==> src/include/fmeh_pkg.sv <==
package fmeh_pkg;

  // clock and timing
  localparam longint CLK_HZ           = 40_000_000;
  localparam longint TEST_TIME_S      = 40;
  localparam longint STOP_TIME_S      = 5;
  localparam longint HOUR_TIME_S      = 3600;
  localparam longint MINUTE_TIME_S    = 60;
  localparam int     CNT_W            = 40;
  localparam longint TEST_CYCLES      = TEST_TIME_S * CLK_HZ;
  localparam longint STOP_CYCLES      = STOP_TIME_S * CLK_HZ;
  localparam longint HOUR_CYCLES      = HOUR_TIME_S * CLK_HZ;
  localparam longint MINUTE_CYCLES    = MINUTE_TIME_S * CLK_HZ;

  // fan limits
  localparam logic [18:0] HOURS_MAX        = 19'h7a120;
  localparam logic [15:0] HOURS_LIMIT_DFLT = 16'hafc8;
  localparam logic [15:0] RPM_NORMAL_LIMIT = 16'h0bb8;
  localparam logic [15:0] RPM_MIN_LIMIT    = 16'h0190;
  localparam logic [15:0] RPM_STOP_LIMIT   = 16'h0032;

  // register offsets
  localparam logic [7:0] OFS_CTRL    = 8'h00;
  localparam logic [7:0] OFS_CFG     = 8'h04;
  localparam logic [7:0] OFS_HLIMIT  = 8'h08;
  localparam logic [7:0] OFS_SUMMARY = 8'h0c;
  localparam logic [7:0] OFS_COND    = 8'h10;
  localparam logic [7:0] OFS_TEST    = 8'h14;
  localparam logic [7:0] OFS_HOURS0  = 8'h18;
  localparam logic [7:0] OFS_RPM0    = 8'h24;
  localparam logic [7:0] OFS_STATUS  = 8'h30;

  // field positions
  localparam int CTRL_START_POS = 0;
  localparam int CTRL_CLR_POS   = 1;
  localparam int CFG_SRC_POS    = 0;
  localparam int CFG_RESP_POS   = 2;
  localparam int CFG_AUTO_POS   = 5;
  localparam int CFG_LIMIT_POS  = 6;
  localparam int CFG_MAP_POS    = 9;
  localparam int CFG_W          = 10;
  localparam int TEST_BUSY_POS  = 9;

  // external fault source
  localparam logic [1:0] SRC_NONE    = 2'h0;
  localparam logic [1:0] SRC_DI_HIGH = 2'h1;
  localparam logic [1:0] SRC_DI_LOW  = 2'h2;
  localparam logic [1:0] SRC_VIRTUAL = 2'h3;

  // external fault response
  localparam logic [2:0] RESP_IGNORE    = 3'h0;
  localparam logic [2:0] RESP_FREEWHEEL = 3'h1;
  localparam logic [2:0] RESP_CONFIG    = 3'h2;
  localparam logic [2:0] RESP_DECEL     = 3'h3;
  localparam logic [2:0] RESP_BRAKE     = 3'h4;

  // stop request to the sequencer
  localparam logic [2:0] STOP_NONE      = 3'h0;
  localparam logic [2:0] STOP_FREEWHEEL = 3'h1;
  localparam logic [2:0] STOP_CONFIG    = 3'h2;
  localparam logic [2:0] STOP_DECEL     = 3'h3;
  localparam logic [2:0] STOP_BRAKE     = 3'h4;

  // auto reset limit codes, minutes
  localparam logic [2:0] LIMIT_UNLIMITED = 3'h6;
  localparam logic [7:0] LIMIT_MINUTES [6] = '{8'h05, 8'h0a, 8'h1e, 8'h3c, 8'h78, 8'hb4};

  // fan condition and summary codes
  localparam logic [1:0] COND_OK    = 2'h0;
  localparam logic [1:0] COND_WARN  = 2'h1;
  localparam logic [1:0] COND_ERROR = 2'h2;
  localparam logic [3:0] SUM_UNDEF  = 4'h8;
  localparam logic [3:0] SUM_NA     = 4'h9;

  // reset values
  localparam logic [CFG_W-1:0] CFG_RESET = 10'h004;

  typedef enum logic [1:0] {ST_IDLE, ST_RUN, ST_STOP} fmeh_test_t;
  typedef enum logic [1:0] {EX_IDLE, EX_STOPPING, EX_FAULT, EX_LOCKED} fmeh_ext_t;

endpackage

==> src/hdl/fmeh_fan_monitor.sv <==
`timescale 1ns/10ps
// Summary of operation
// - summary reads no warning, fan combination, undefined event or not available
// - each fan reads OK, Warning on low speed or hours, Error below 400 rpm
// - one hour counter per fan, zero up to 500000 hours
// - measured speed of each fan readable as 16-bit rpm
// - hours against default or 1..65535 limit raise the feedback fault
// - self-test start accepted only while the starter is stopped
// - self-test forces all fans on for 40 seconds, no abort
// - after forced run classify speed as OK, Warning or Error
// - after switching fans off flag any fan that keeps turning
// - test result holds low speed, not stopping, no speed per fan
// - every new test run clears all result flags
// - a per-fan command clears that fan's hour counter
// - fault source: none, pin high, pin low, or command-word bit
// - ignore raises warning only; configured stop stops motor and warns
// - freewheel, the default, faults at once and lets the motor coast
// - decel or braking stops the motor first, then faults
// - fault warning shows only when mapped to a warning group
// - auto reset enable, off by default, recovers once cause clears
// - with auto reset on and cause gone, leave fault state
// - fault relay stays inactive while auto attempts run
// - failed auto attempts keep fault state and assert the relay
// - after the time limit only manual reset works; 5 min to unlimited
module fmeh_fan_monitor
  import fmeh_pkg::*;
#(
  parameter logic [CNT_W-1:0] TEST_CYC   = CNT_W'(TEST_CYCLES),
  parameter logic [CNT_W-1:0] STOP_CYC   = CNT_W'(STOP_CYCLES),
  parameter logic [CNT_W-1:0] HOUR_CYC   = CNT_W'(HOUR_CYCLES),
  parameter logic [CNT_W-1:0] MINUTE_CYC = CNT_W'(MINUTE_CYCLES)
) (
  // clock and reset
  input  wire logic        clk_sys,
  input  wire logic        rst,
  // register port
  input  wire logic [7:0]  regAddr,
  input  wire logic [31:0] regWdata,
  input  wire logic        regWe,
  input  wire logic        regRe,
  output logic      [31:0] regRdata,
  // fans
  input  wire logic [15:0] fanOneRpm,
  input  wire logic [15:0] fanTwoRpm,
  input  wire logic [15:0] fanThreeRpm,
  input  wire logic        fanDemand,
  output logic             fanForceOn,
  output logic             fanFeedbackFault,
  // starter and fault inputs
  input  wire logic        starterStopped,
  input  wire logic        extFaultPin,
  input  wire logic        extFaultCmdBit,
  input  wire logic        stopDone,
  input  wire logic        manualReset,
  // responses
  output logic      [2:0]  stopType,
  output logic             faultRelay,
  output logic             extFaultWarnVisible
);

  logic [15:0]       rpm [3];
  logic [18:0]       hours [3];
  logic [1:0]        cond [3];
  logic [2:0]        eventMask;
  logic [2:0]        hoursReached;
  logic [2:0]        clearHours;
  logic [CFG_W-1:0]  cfg_r;
  logic [15:0]       hoursLimit_r;
  logic [18:0]       limitHours;
  logic [1:0]        cfgSrc;
  logic [2:0]        cfgResp;
  logic [2:0]        cfgLimit;
  logic              cfgAuto;
  logic              cfgMapped;
  logic              wrCtrl;
  logic              startReq;
  logic              startAccepted;
  fmeh_test_t        testState_r;
  logic [CNT_W-1:0]  testCnt_r;
  logic              evalSpeed;
  logic              evalStop;
  logic [8:0]        testFlags_r;
  logic              evalDone_r;
  logic [5:0]        cond_r;
  logic [3:0]        summary_r;
  logic [3:0]        summary_nxt;
  logic              pinMeta_r;
  logic              pinSync_r;
  logic              cause;
  fmeh_ext_t         exState_r;
  logic [CNT_W-1:0]  minCnt_r;
  logic [7:0]        minutes_r;
  logic              expired;
  logic              extWarn;
  logic              fanForceOn_r;
  logic              fanFeedbackFault_r;
  logic [2:0]        stopType_r;
  logic              faultRelay_r;
  logic              extWarnVis_r;
  logic [31:0]       regRdata_r;

  assign rpm[0] = fanOneRpm;
  assign rpm[1] = fanTwoRpm;
  assign rpm[2] = fanThreeRpm;

  assign cfgSrc    = cfg_r[CFG_SRC_POS +: 2];
  assign cfgResp   = cfg_r[CFG_RESP_POS +: 3];
  assign cfgAuto   = cfg_r[CFG_AUTO_POS];
  assign cfgLimit  = cfg_r[CFG_LIMIT_POS +: 3];
  assign cfgMapped = cfg_r[CFG_MAP_POS];

  assign wrCtrl        = regWe && regAddr == OFS_CTRL;
  assign startReq      = wrCtrl && regWdata[CTRL_START_POS];
  assign startAccepted = startReq && starterStopped && testState_r == ST_IDLE;

  // zero selects the default threshold
  assign limitHours = {3'h0, (hoursLimit_r == 16'h0) ? HOURS_LIMIT_DFLT : hoursLimit_r};

  // per-fan counters, live condition
  for (genvar g = 0; g < 3; g++) begin : gFan
    assign clearHours[g]   = wrCtrl && regWdata[CTRL_CLR_POS + g];
    assign hoursReached[g] = hours[g] >= limitHours;

    fmeh_fan_hours #(.HOUR_CYC(HOUR_CYC)) uHours (
      .clk_sys  (clk_sys),
      .rst      (rst),
      .running  (rpm[g] > RPM_STOP_LIMIT),
      .clearReq (clearHours[g]),
      .hours    (hours[g])
    );

    always_comb begin
      if ((fanDemand || fanForceOn_r) && rpm[g] < RPM_MIN_LIMIT) begin
        cond[g] = COND_ERROR;
      end else if (((fanDemand || fanForceOn_r) && rpm[g] < RPM_NORMAL_LIMIT) ||
                   hoursReached[g]) begin
        cond[g] = COND_WARN;
      end else begin
        cond[g] = COND_OK;
      end
    end
    assign eventMask[g] = cond[g] != COND_OK;
  end

  // register writes
  always_ff @(posedge clk_sys) begin
    if (rst) begin
      cfg_r        <= CFG_RESET;
      hoursLimit_r <= 16'h0;
    end else if (regWe && regAddr == OFS_CFG) begin
      cfg_r <= regWdata[CFG_W-1:0];
    end else if (regWe && regAddr == OFS_HLIMIT) begin
      hoursLimit_r <= regWdata[15:0];
    end
  end

  // self-test sequence
  assign evalSpeed = testState_r == ST_RUN && testCnt_r == TEST_CYC - CNT_W'(1);
  assign evalStop  = testState_r == ST_STOP && testCnt_r == STOP_CYC - CNT_W'(1);

  always_ff @(posedge clk_sys) begin
    if (rst) begin
      testState_r  <= ST_IDLE;
      testCnt_r    <= '0;
      fanForceOn_r <= 1'b0;
    end else begin
      case (testState_r)
        ST_IDLE: begin
          testCnt_r <= '0;
          if (startAccepted) begin
            testState_r  <= ST_RUN;
            fanForceOn_r <= 1'b1;
          end
        end
        ST_RUN: begin
          testCnt_r <= testCnt_r + CNT_W'(1);
          if (evalSpeed) begin
            testState_r  <= ST_STOP;
            testCnt_r    <= '0;
            fanForceOn_r <= 1'b0;
          end
        end
        ST_STOP: begin
          testCnt_r <= testCnt_r + CNT_W'(1);
          if (evalStop) begin
            testState_r <= ST_IDLE;
          end
        end
        default: begin
          testState_r  <= ST_IDLE;
          fanForceOn_r <= 1'b0;
        end
      endcase
    end
  end

  // result flags: low speed, not stopping, no speed
  always_ff @(posedge clk_sys) begin
    if (rst || startAccepted) begin
      testFlags_r <= '0;
    end else begin
      for (int i = 0; i < 3; i++) begin
        if (evalSpeed) begin
          testFlags_r[3*i]   <= rpm[i] >= RPM_MIN_LIMIT && rpm[i] < RPM_NORMAL_LIMIT;
          testFlags_r[3*i+2] <= rpm[i] < RPM_MIN_LIMIT;
        end
        if (evalStop && rpm[i] > RPM_STOP_LIMIT) begin
          testFlags_r[3*i+1] <= 1'b1;
        end
      end
    end
  end

  // summary and conditions
  always_comb begin
    if (!evalDone_r) begin
      summary_nxt = SUM_NA;
    end else if (testState_r != ST_IDLE) begin
      summary_nxt = SUM_UNDEF;
    end else begin
      summary_nxt = {1'b0, eventMask};
    end
  end

  always_ff @(posedge clk_sys) begin
    if (rst) begin
      evalDone_r         <= 1'b0;
      summary_r          <= SUM_NA;
      cond_r             <= '0;
      fanFeedbackFault_r <= 1'b0;
    end else begin
      evalDone_r         <= evalDone_r || fanDemand || evalSpeed;
      summary_r          <= summary_nxt;
      cond_r             <= {cond[2], cond[1], cond[0]};
      fanFeedbackFault_r <= |hoursReached;
    end
  end

  // pin synchroniser
  always_ff @(posedge clk_sys) begin
    if (rst) begin
      pinMeta_r <= 1'b0;
      pinSync_r <= 1'b0;
    end else begin
      pinMeta_r <= extFaultPin;
      pinSync_r <= pinMeta_r;
    end
  end

  // cause selection; active-high pin reads a broken cable as healthy
  always_comb begin
    case (cfgSrc)
      SRC_DI_HIGH: cause = pinSync_r;
      SRC_DI_LOW:  cause = !pinSync_r;
      SRC_VIRTUAL: cause = extFaultCmdBit;
      default:     cause = 1'b0;
    endcase
  end

  assign expired = cfgLimit < LIMIT_UNLIMITED && minutes_r >= LIMIT_MINUTES[cfgLimit];
  assign extWarn = cause && (cfgResp == RESP_IGNORE || cfgResp == RESP_CONFIG);

  // external fault response and recovery
  always_ff @(posedge clk_sys) begin
    if (rst) begin
      exState_r  <= EX_IDLE;
      stopType_r <= STOP_NONE;
    end else begin
      case (exState_r)
        EX_IDLE: begin
          stopType_r <= (cause && cfgResp == RESP_CONFIG) ? STOP_CONFIG : STOP_NONE;
          if (cause && cfgResp == RESP_FREEWHEEL) begin
            exState_r  <= EX_FAULT;
            stopType_r <= STOP_FREEWHEEL;
          end else if (cause && (cfgResp == RESP_DECEL || cfgResp == RESP_BRAKE)) begin
            exState_r  <= EX_STOPPING;
            stopType_r <= (cfgResp == RESP_DECEL) ? STOP_DECEL : STOP_BRAKE;
          end
        end
        EX_STOPPING: begin
          if (stopDone) begin
            exState_r <= EX_FAULT;
          end
        end
        EX_FAULT: begin
          if (!cause && ((cfgAuto && !expired) || manualReset)) begin
            exState_r  <= EX_IDLE;
            stopType_r <= STOP_NONE;
          end else if (cfgAuto && expired) begin
            exState_r <= EX_LOCKED;
          end
        end
        EX_LOCKED: begin
          if (!cause && manualReset) begin
            exState_r  <= EX_IDLE;
            stopType_r <= STOP_NONE;
          end
        end
        default: begin
          exState_r  <= EX_IDLE;
          stopType_r <= STOP_NONE;
        end
      endcase
    end
  end

  // minutes spent in fault
  always_ff @(posedge clk_sys) begin
    if (rst || exState_r != EX_FAULT) begin
      minCnt_r  <= '0;
      minutes_r <= 8'h0;
    end else if (minCnt_r == MINUTE_CYC - CNT_W'(1)) begin
      minCnt_r  <= '0;
      minutes_r <= (minutes_r == 8'hff) ? minutes_r : minutes_r + 8'h1;
    end else begin
      minCnt_r <= minCnt_r + CNT_W'(1);
    end
  end

  // relay held off while auto attempts are still possible
  always_ff @(posedge clk_sys) begin
    if (rst) begin
      faultRelay_r <= 1'b0;
      extWarnVis_r <= 1'b0;
    end else begin
      faultRelay_r <= exState_r == EX_LOCKED ||
                      (exState_r == EX_FAULT && !(cfgAuto && !expired));
      extWarnVis_r <= extWarn && cfgMapped;
    end
  end

  // register reads, one cycle later, zero otherwise
  always_ff @(posedge clk_sys) begin
    if (rst || !regRe) begin
      regRdata_r <= 32'h0;
    end else begin
      case (regAddr)
        OFS_CFG:        regRdata_r <= {22'h0, cfg_r};
        OFS_HLIMIT:     regRdata_r <= {16'h0, hoursLimit_r};
        OFS_SUMMARY:    regRdata_r <= {28'h0, summary_r};
        OFS_COND:       regRdata_r <= {26'h0, cond_r};
        OFS_TEST:       regRdata_r <= {22'h0, testState_r != ST_IDLE, testFlags_r};
        OFS_HOURS0:     regRdata_r <= {13'h0, hours[0]};
        OFS_HOURS0 + 8'h4: regRdata_r <= {13'h0, hours[1]};
        OFS_HOURS0 + 8'h8: regRdata_r <= {13'h0, hours[2]};
        OFS_RPM0:       regRdata_r <= {16'h0, rpm[0]};
        OFS_RPM0 + 8'h4:   regRdata_r <= {16'h0, rpm[1]};
        OFS_RPM0 + 8'h8:   regRdata_r <= {16'h0, rpm[2]};
        OFS_STATUS:     regRdata_r <= {27'h0, exState_r == EX_LOCKED, faultRelay_r,
                                       extWarn, exState_r == EX_FAULT, fanFeedbackFault_r};
        default:        regRdata_r <= 32'h0;
      endcase
    end
  end

  assign regRdata            = regRdata_r;
  assign fanForceOn          = fanForceOn_r;
  assign fanFeedbackFault    = fanFeedbackFault_r;
  assign stopType            = stopType_r;
  assign faultRelay          = faultRelay_r;
  assign extFaultWarnVisible = extWarnVis_r;
endmodule

==> src/hdl/fmeh_fan_hours.sv <==
`timescale 1ns/10ps
module fmeh_fan_hours
  import fmeh_pkg::*;
#(
  parameter logic [CNT_W-1:0] HOUR_CYC = CNT_W'(HOUR_CYCLES)
) (
  // clock and reset
  input  wire logic        clk_sys,
  input  wire logic        rst,
  // control
  input  wire logic        running,
  input  wire logic        clearReq,
  // count
  output logic      [18:0] hours
);

  logic [CNT_W-1:0] subCnt_r;
  logic [18:0]      hours_r;

  assign hours = hours_r;

  // running time within the current hour
  always_ff @(posedge clk_sys) begin
    if (rst || clearReq) begin
      subCnt_r <= '0;
    end else if (running) begin
      if (subCnt_r == HOUR_CYC - CNT_W'(1)) begin
        subCnt_r <= '0;
      end else begin
        subCnt_r <= subCnt_r + CNT_W'(1);
      end
    end
  end

  always_ff @(posedge clk_sys) begin
    if (rst || clearReq) begin
      hours_r <= '0;
    end else if (running && subCnt_r == HOUR_CYC - CNT_W'(1) && hours_r != HOURS_MAX) begin
      hours_r <= hours_r + 19'h1;
    end
  end
endmodule

==> config.mk <==
export PLATFORM = sky130hd
export DESIGN_NAME = fmeh_fan_monitor
export DESIGN_NICKNAME = d
export VERILOG_FILES = /design/src/include/fmeh_pkg.sv /design/src/hdl/fmeh_fan_monitor.sv /design/src/hdl/fmeh_fan_hours.sv
export SDC_FILE = /design/constraint.sdc
export NUM_CORES = 1
export LEC_CHECK = 0
export BUFFER_PORTS_ARGS = -buffer_cell sky130_fd_sc_hd__buf_2
export CAP_MARGIN = 20
export CORE_MARGIN = 4
export CORE_UTILIZATION = 55
export DETAILED_ROUTE_END_ITERATION = 6
export PLACE_DENSITY_LB_ADDON = 0.08
export RECOVER_POWER = 50
export SLEW_MARGIN = 20
export SYNTH_ARGS = -nofsm -noshare
export SYNTH_HDL_FRONTEND = slang
export SYNTH_SLANG_ARGS = --single-unit
export TNS_END_PERCENT = 30
==> constraint.sdc <==
create_clock -name clk_sys -period 3.9 [get_ports clk_sys]
set_input_delay 0.195 -clock clk_sys [delete_from_list [all_inputs] [get_ports clk_sys]]
set_output_delay 0.195 -clock clk_sys [all_outputs]
set_load 0.02 [all_outputs]
==> impl_metrics.ini <==
[run_status]
outcome = finished with violations
violations = design-rule violations, max-capacitance violations, max-slew violations

[finish]
layout.cells.most_common_list = dfxtp_1 (343), nor2_1 (281), nand2_1 (204)
final_area_sq_mm = 0.0206
area_growth_pct = 12.4
layout.nets = 2502
finalNonFillerCells = 2801
final_common_cell = dfxtp_1
final_util_pct = 62.9
fillers = 2979
layout-drive-gt1-share_pct = 7.97

[place]
port_buffers = 107
placed_cell_area_sq_mm = 0.0192
hpwl_microns = 39200
place_congestion = 1.01
place_inst = 2712
dp_slack_ns = 0.845

[cts]
cts-resized-gates = 0
hold_buffers = 18
clockRootBuffer = clkbuf_16
cts_tree = yes
cts_made_buffers = 39
cts.sinks = 343
h-tree-depth = 2
clock_path_buffers = 3
clk_pin_slew_worst_paths_ns = 0.06
cts_setup_buffers = 0
clkLatencyLatePin_ns = 0.53

[yosys]
synth_area_leaders = dfxtp_1 (38%), nor2_1 (5.8%), ha_1 (5.1%)
synthDistinctLibCells = 77
netlist.area_leader.share_pct = 37.5
synth_top_area_cell = dfxtp_1
synth_area_sq_mm = 0.0183
seq_area_frac_synth_pct = 37.5
ys_ff_latch = 343
syn_avg_cell_area_sq_um = 8.17
async_flop_share_pct = 0
synth_edf_count = 0
synth_ff_type = dfxtp_1
synthCells = 2240
yosys_warnings = 0

[global_route]
grt_first_pass_wirelength_microns = 85000
gr-total-overflow = 0
grt_max_degree = 40
grt_pass1_vias = 16124
gr-usage-all-layers_pct = 28.6
antenna_found_initial = 0

[die]
die_w_microns = 190
core-area_sq_mm = 0.0327
initial_core_util_pct = 56.0
num_rows = 66
die_h_microns = 190
ios = 137
die-area_sq_mm = 0.0363

[sta]
rsz0062_at_grt = false
setup_ws_ns = 0.737
min_period_ns = 3.16
clock_skew_ns = 0.0249
finalCritPeriodShare_pct = 81.1
slew_viol_final = 35
max_freq_mhz = 316
slew_headroom_pct = -7.37
finalSetupTns_ns = 0
setup_viol = 0
hold_viol_final = 0
hold_slack_ns = 0.0787
tightestPinTransition_ns = 1.61

[power_and_ir_drop]
powerDensity_mw_per_mm2 = 370
leakagePower_nw = 7.19
finalPower_mw = 7.61
max-vdd-ir-drop_mv = 0.318

[setup_path]
r2r_cells = 10
rr_endpoint = cond_r[0]$_SDFF_PP0_
cp_data_required_time_ns = 4.24
end_kind = flip-flop
arrival_ns = 3.50
cp_max_fo = 9
regToRegStartpoint = hoursLimit_r[2]$_SDFFE_PP0P_
path_class = flip-flop to flip-flop
ff2ff_setup_slack_ns = 0.74
cp-start-kind = flip-flop

[min_path]
min_from = manualReset
hold_end = exState_r[0]$_SDFFE_PP0P_
hp-class = input pin to flip-flop
hold_path_depth = 4

[detailed_routing]
wl_per_cell_microns = 19.2
route.detailed.drc = 22
drt-total-wl_microns = 53700
drtIter0Drc = 1569
ant_nets = 0
via_count = 17299
drt_pass1_iterations = 7
via_per_inst = 6.18

[run]
drv_cap = 1
[registers in the layout, summed over array words and instances (netlist names)]
| signal | count |
|---|---|
| regRdata | 19 |
| cond_r | 6 |
| summary_r | 4 |
| testCnt_r | 40 |
| testState_r | 2 |
| faultRelay | 1 |
| gFan.uHours.subCnt_r | 120 |
| cfg_r | 10 |
| gFan.uHours.hours | 57 |
| pinMeta_r | 1 |
| fanForceOn | 1 |
| minCnt_r | 40 |
| pinSync_r | 1 |
| stopType | 3 |
| testFlags_r | 9 |
| evalDone_r | 1 |
| hoursLimit_r | 16 |
| extFaultWarnVisible | 1 |
| minutes_r | 8 |
| fanFeedbackFault | 1 |
| exState_r | 2 |
[kinds of logic (layout without fill, tap and decap cells)]
| kind of cell | count (synthesis) | in the layout | share of synthesized area (%) |
|---|---|---|---|
| buffers and inverters | 161 | 267 | 3.67 |
| AND/OR/NAND/NOR | 1063 | 1063 | 30.0 |
| XOR/XNOR | 178 | 178 | 8.52 |
| adder cells (fa/ha/maj) | 75 | 75 | 5.13 |
| other | 1 | 14 | 0.0205 |
| multiplexers | 27 | 27 | 1.48 |
| flip-flops | 343 | 343 | 37.5 |
| AO/OA/AOI/OAI | 392 | 392 | 13.7 |
[metal layers]
metal / GRT usage, % / routed length, microns / vias to the layer above
met2: 46.6 / 24600 / 625
met4: 12.2 / 2560 / 0
met3: 4.14 / 3790 / 156
met5: 0 / 0 / -
li1: - / - / 8317
met1: 38.0 / 22800 / 8201
[Yosys cell counts, drive strengths merged, types with 12 or more instances]
| cell type | number |
|---|---|
| a21oi | 136 |
| dfxtp | 343 |
| nand3 | 118 |
| a21o | 13 |
| o31ai | 14 |
| o211ai | 12 |
| nand2 | 204 |
| nor4 | 50 |
| xor2 | 78 |
| a22oi | 31 |
| a31oi | 25 |
| or3 | 67 |
| nor2 | 281 |
| nand4 | 74 |
| or4 | 33 |
| nor4b | 19 |
| ha | 75 |
| o21ai | 75 |
| and3 | 70 |
| clkbuf | 90 |
| nor3 | 50 |
| buf | 23 |
| nor2b | 13 |
| inv | 47 |
| xnor2 | 100 |
| and4 | 27 |
| mux2i | 27 |
| a222oi | 17 |
[area by class of cell]
class                           instances  area, sq um  share of cell area (%)
Multi-Input combinational cell       1748        10900                    52.8
Inverter                               48          180                   0.875
Timing Repair Buffer                  149          838                    4.07
Antenna cell                            1         2.50                  0.0122
Clock inverter                         17          164                   0.796
Clock buffer                           53         1120                    5.45
Tap cell                              442          553                    2.69
Sequential cell                       343         6870                    33.4
[worst max-delay path, cell delays in order, from the launching register on]
cell and delay [ns]:
dfxtp_1 0.34, nor4_1 0.34, and4_1 0.48, nor2_1 0.20
ha_1 0.33, a21o_1 0.17, a21o_1 0.18, a21oi_1 0.13
o21ai_0 0.12, a211oi_1 0.58, a211oi_1 0.10
[worst max-delay path by stage]
| stage | end | slack (ns) | depth (start not counted) | start |
|---|---|---|---|---|
| after global routing | gFan[2].uHours.subCnt_r[22]$_SDFFE_PP0N_ | 0.42 | 6 | rst |
| after detailed placement | summary_r[0]$_SDFF_PP1_ | 0.84 | 10 | hoursLimit_r[2]$_SDFFE_PP0P_ |
| after floorplan | minutes_r[5]$_SDFFE_PP0P_ | 1.46 | 8 | minCnt_r[0]$_SDFF_PP0_ |
| after global placement | summary_r[0]$_SDFF_PP1_ | 0.85 | 10 | hoursLimit_r[2]$_SDFFE_PP0P_ |
| after CTS | summary_r[0]$_SDFF_PP1_ | 0.81 | 10 | hoursLimit_r[2]$_SDFFE_PP0P_ |
| final | cond_r[0]$_SDFF_PP0_ | 0.74 | 10 | hoursLimit_r[2]$_SDFFE_PP0P_ |
[where the power goes]
group / internal (mW) / switching [mW] / leakage [nW] / total [mW]
clock network: 2.21 / 1.44 / 0.647 / 3.65
logic: 0.128 / 0.263 / 3.78 / 0.392
registers: 3.53 / 0.0420 / 2.77 / 3.57
total: 5.87 / 1.74 / 7.19 / 7.61
No activity file was read; power rests on OpenSTA's default activity.
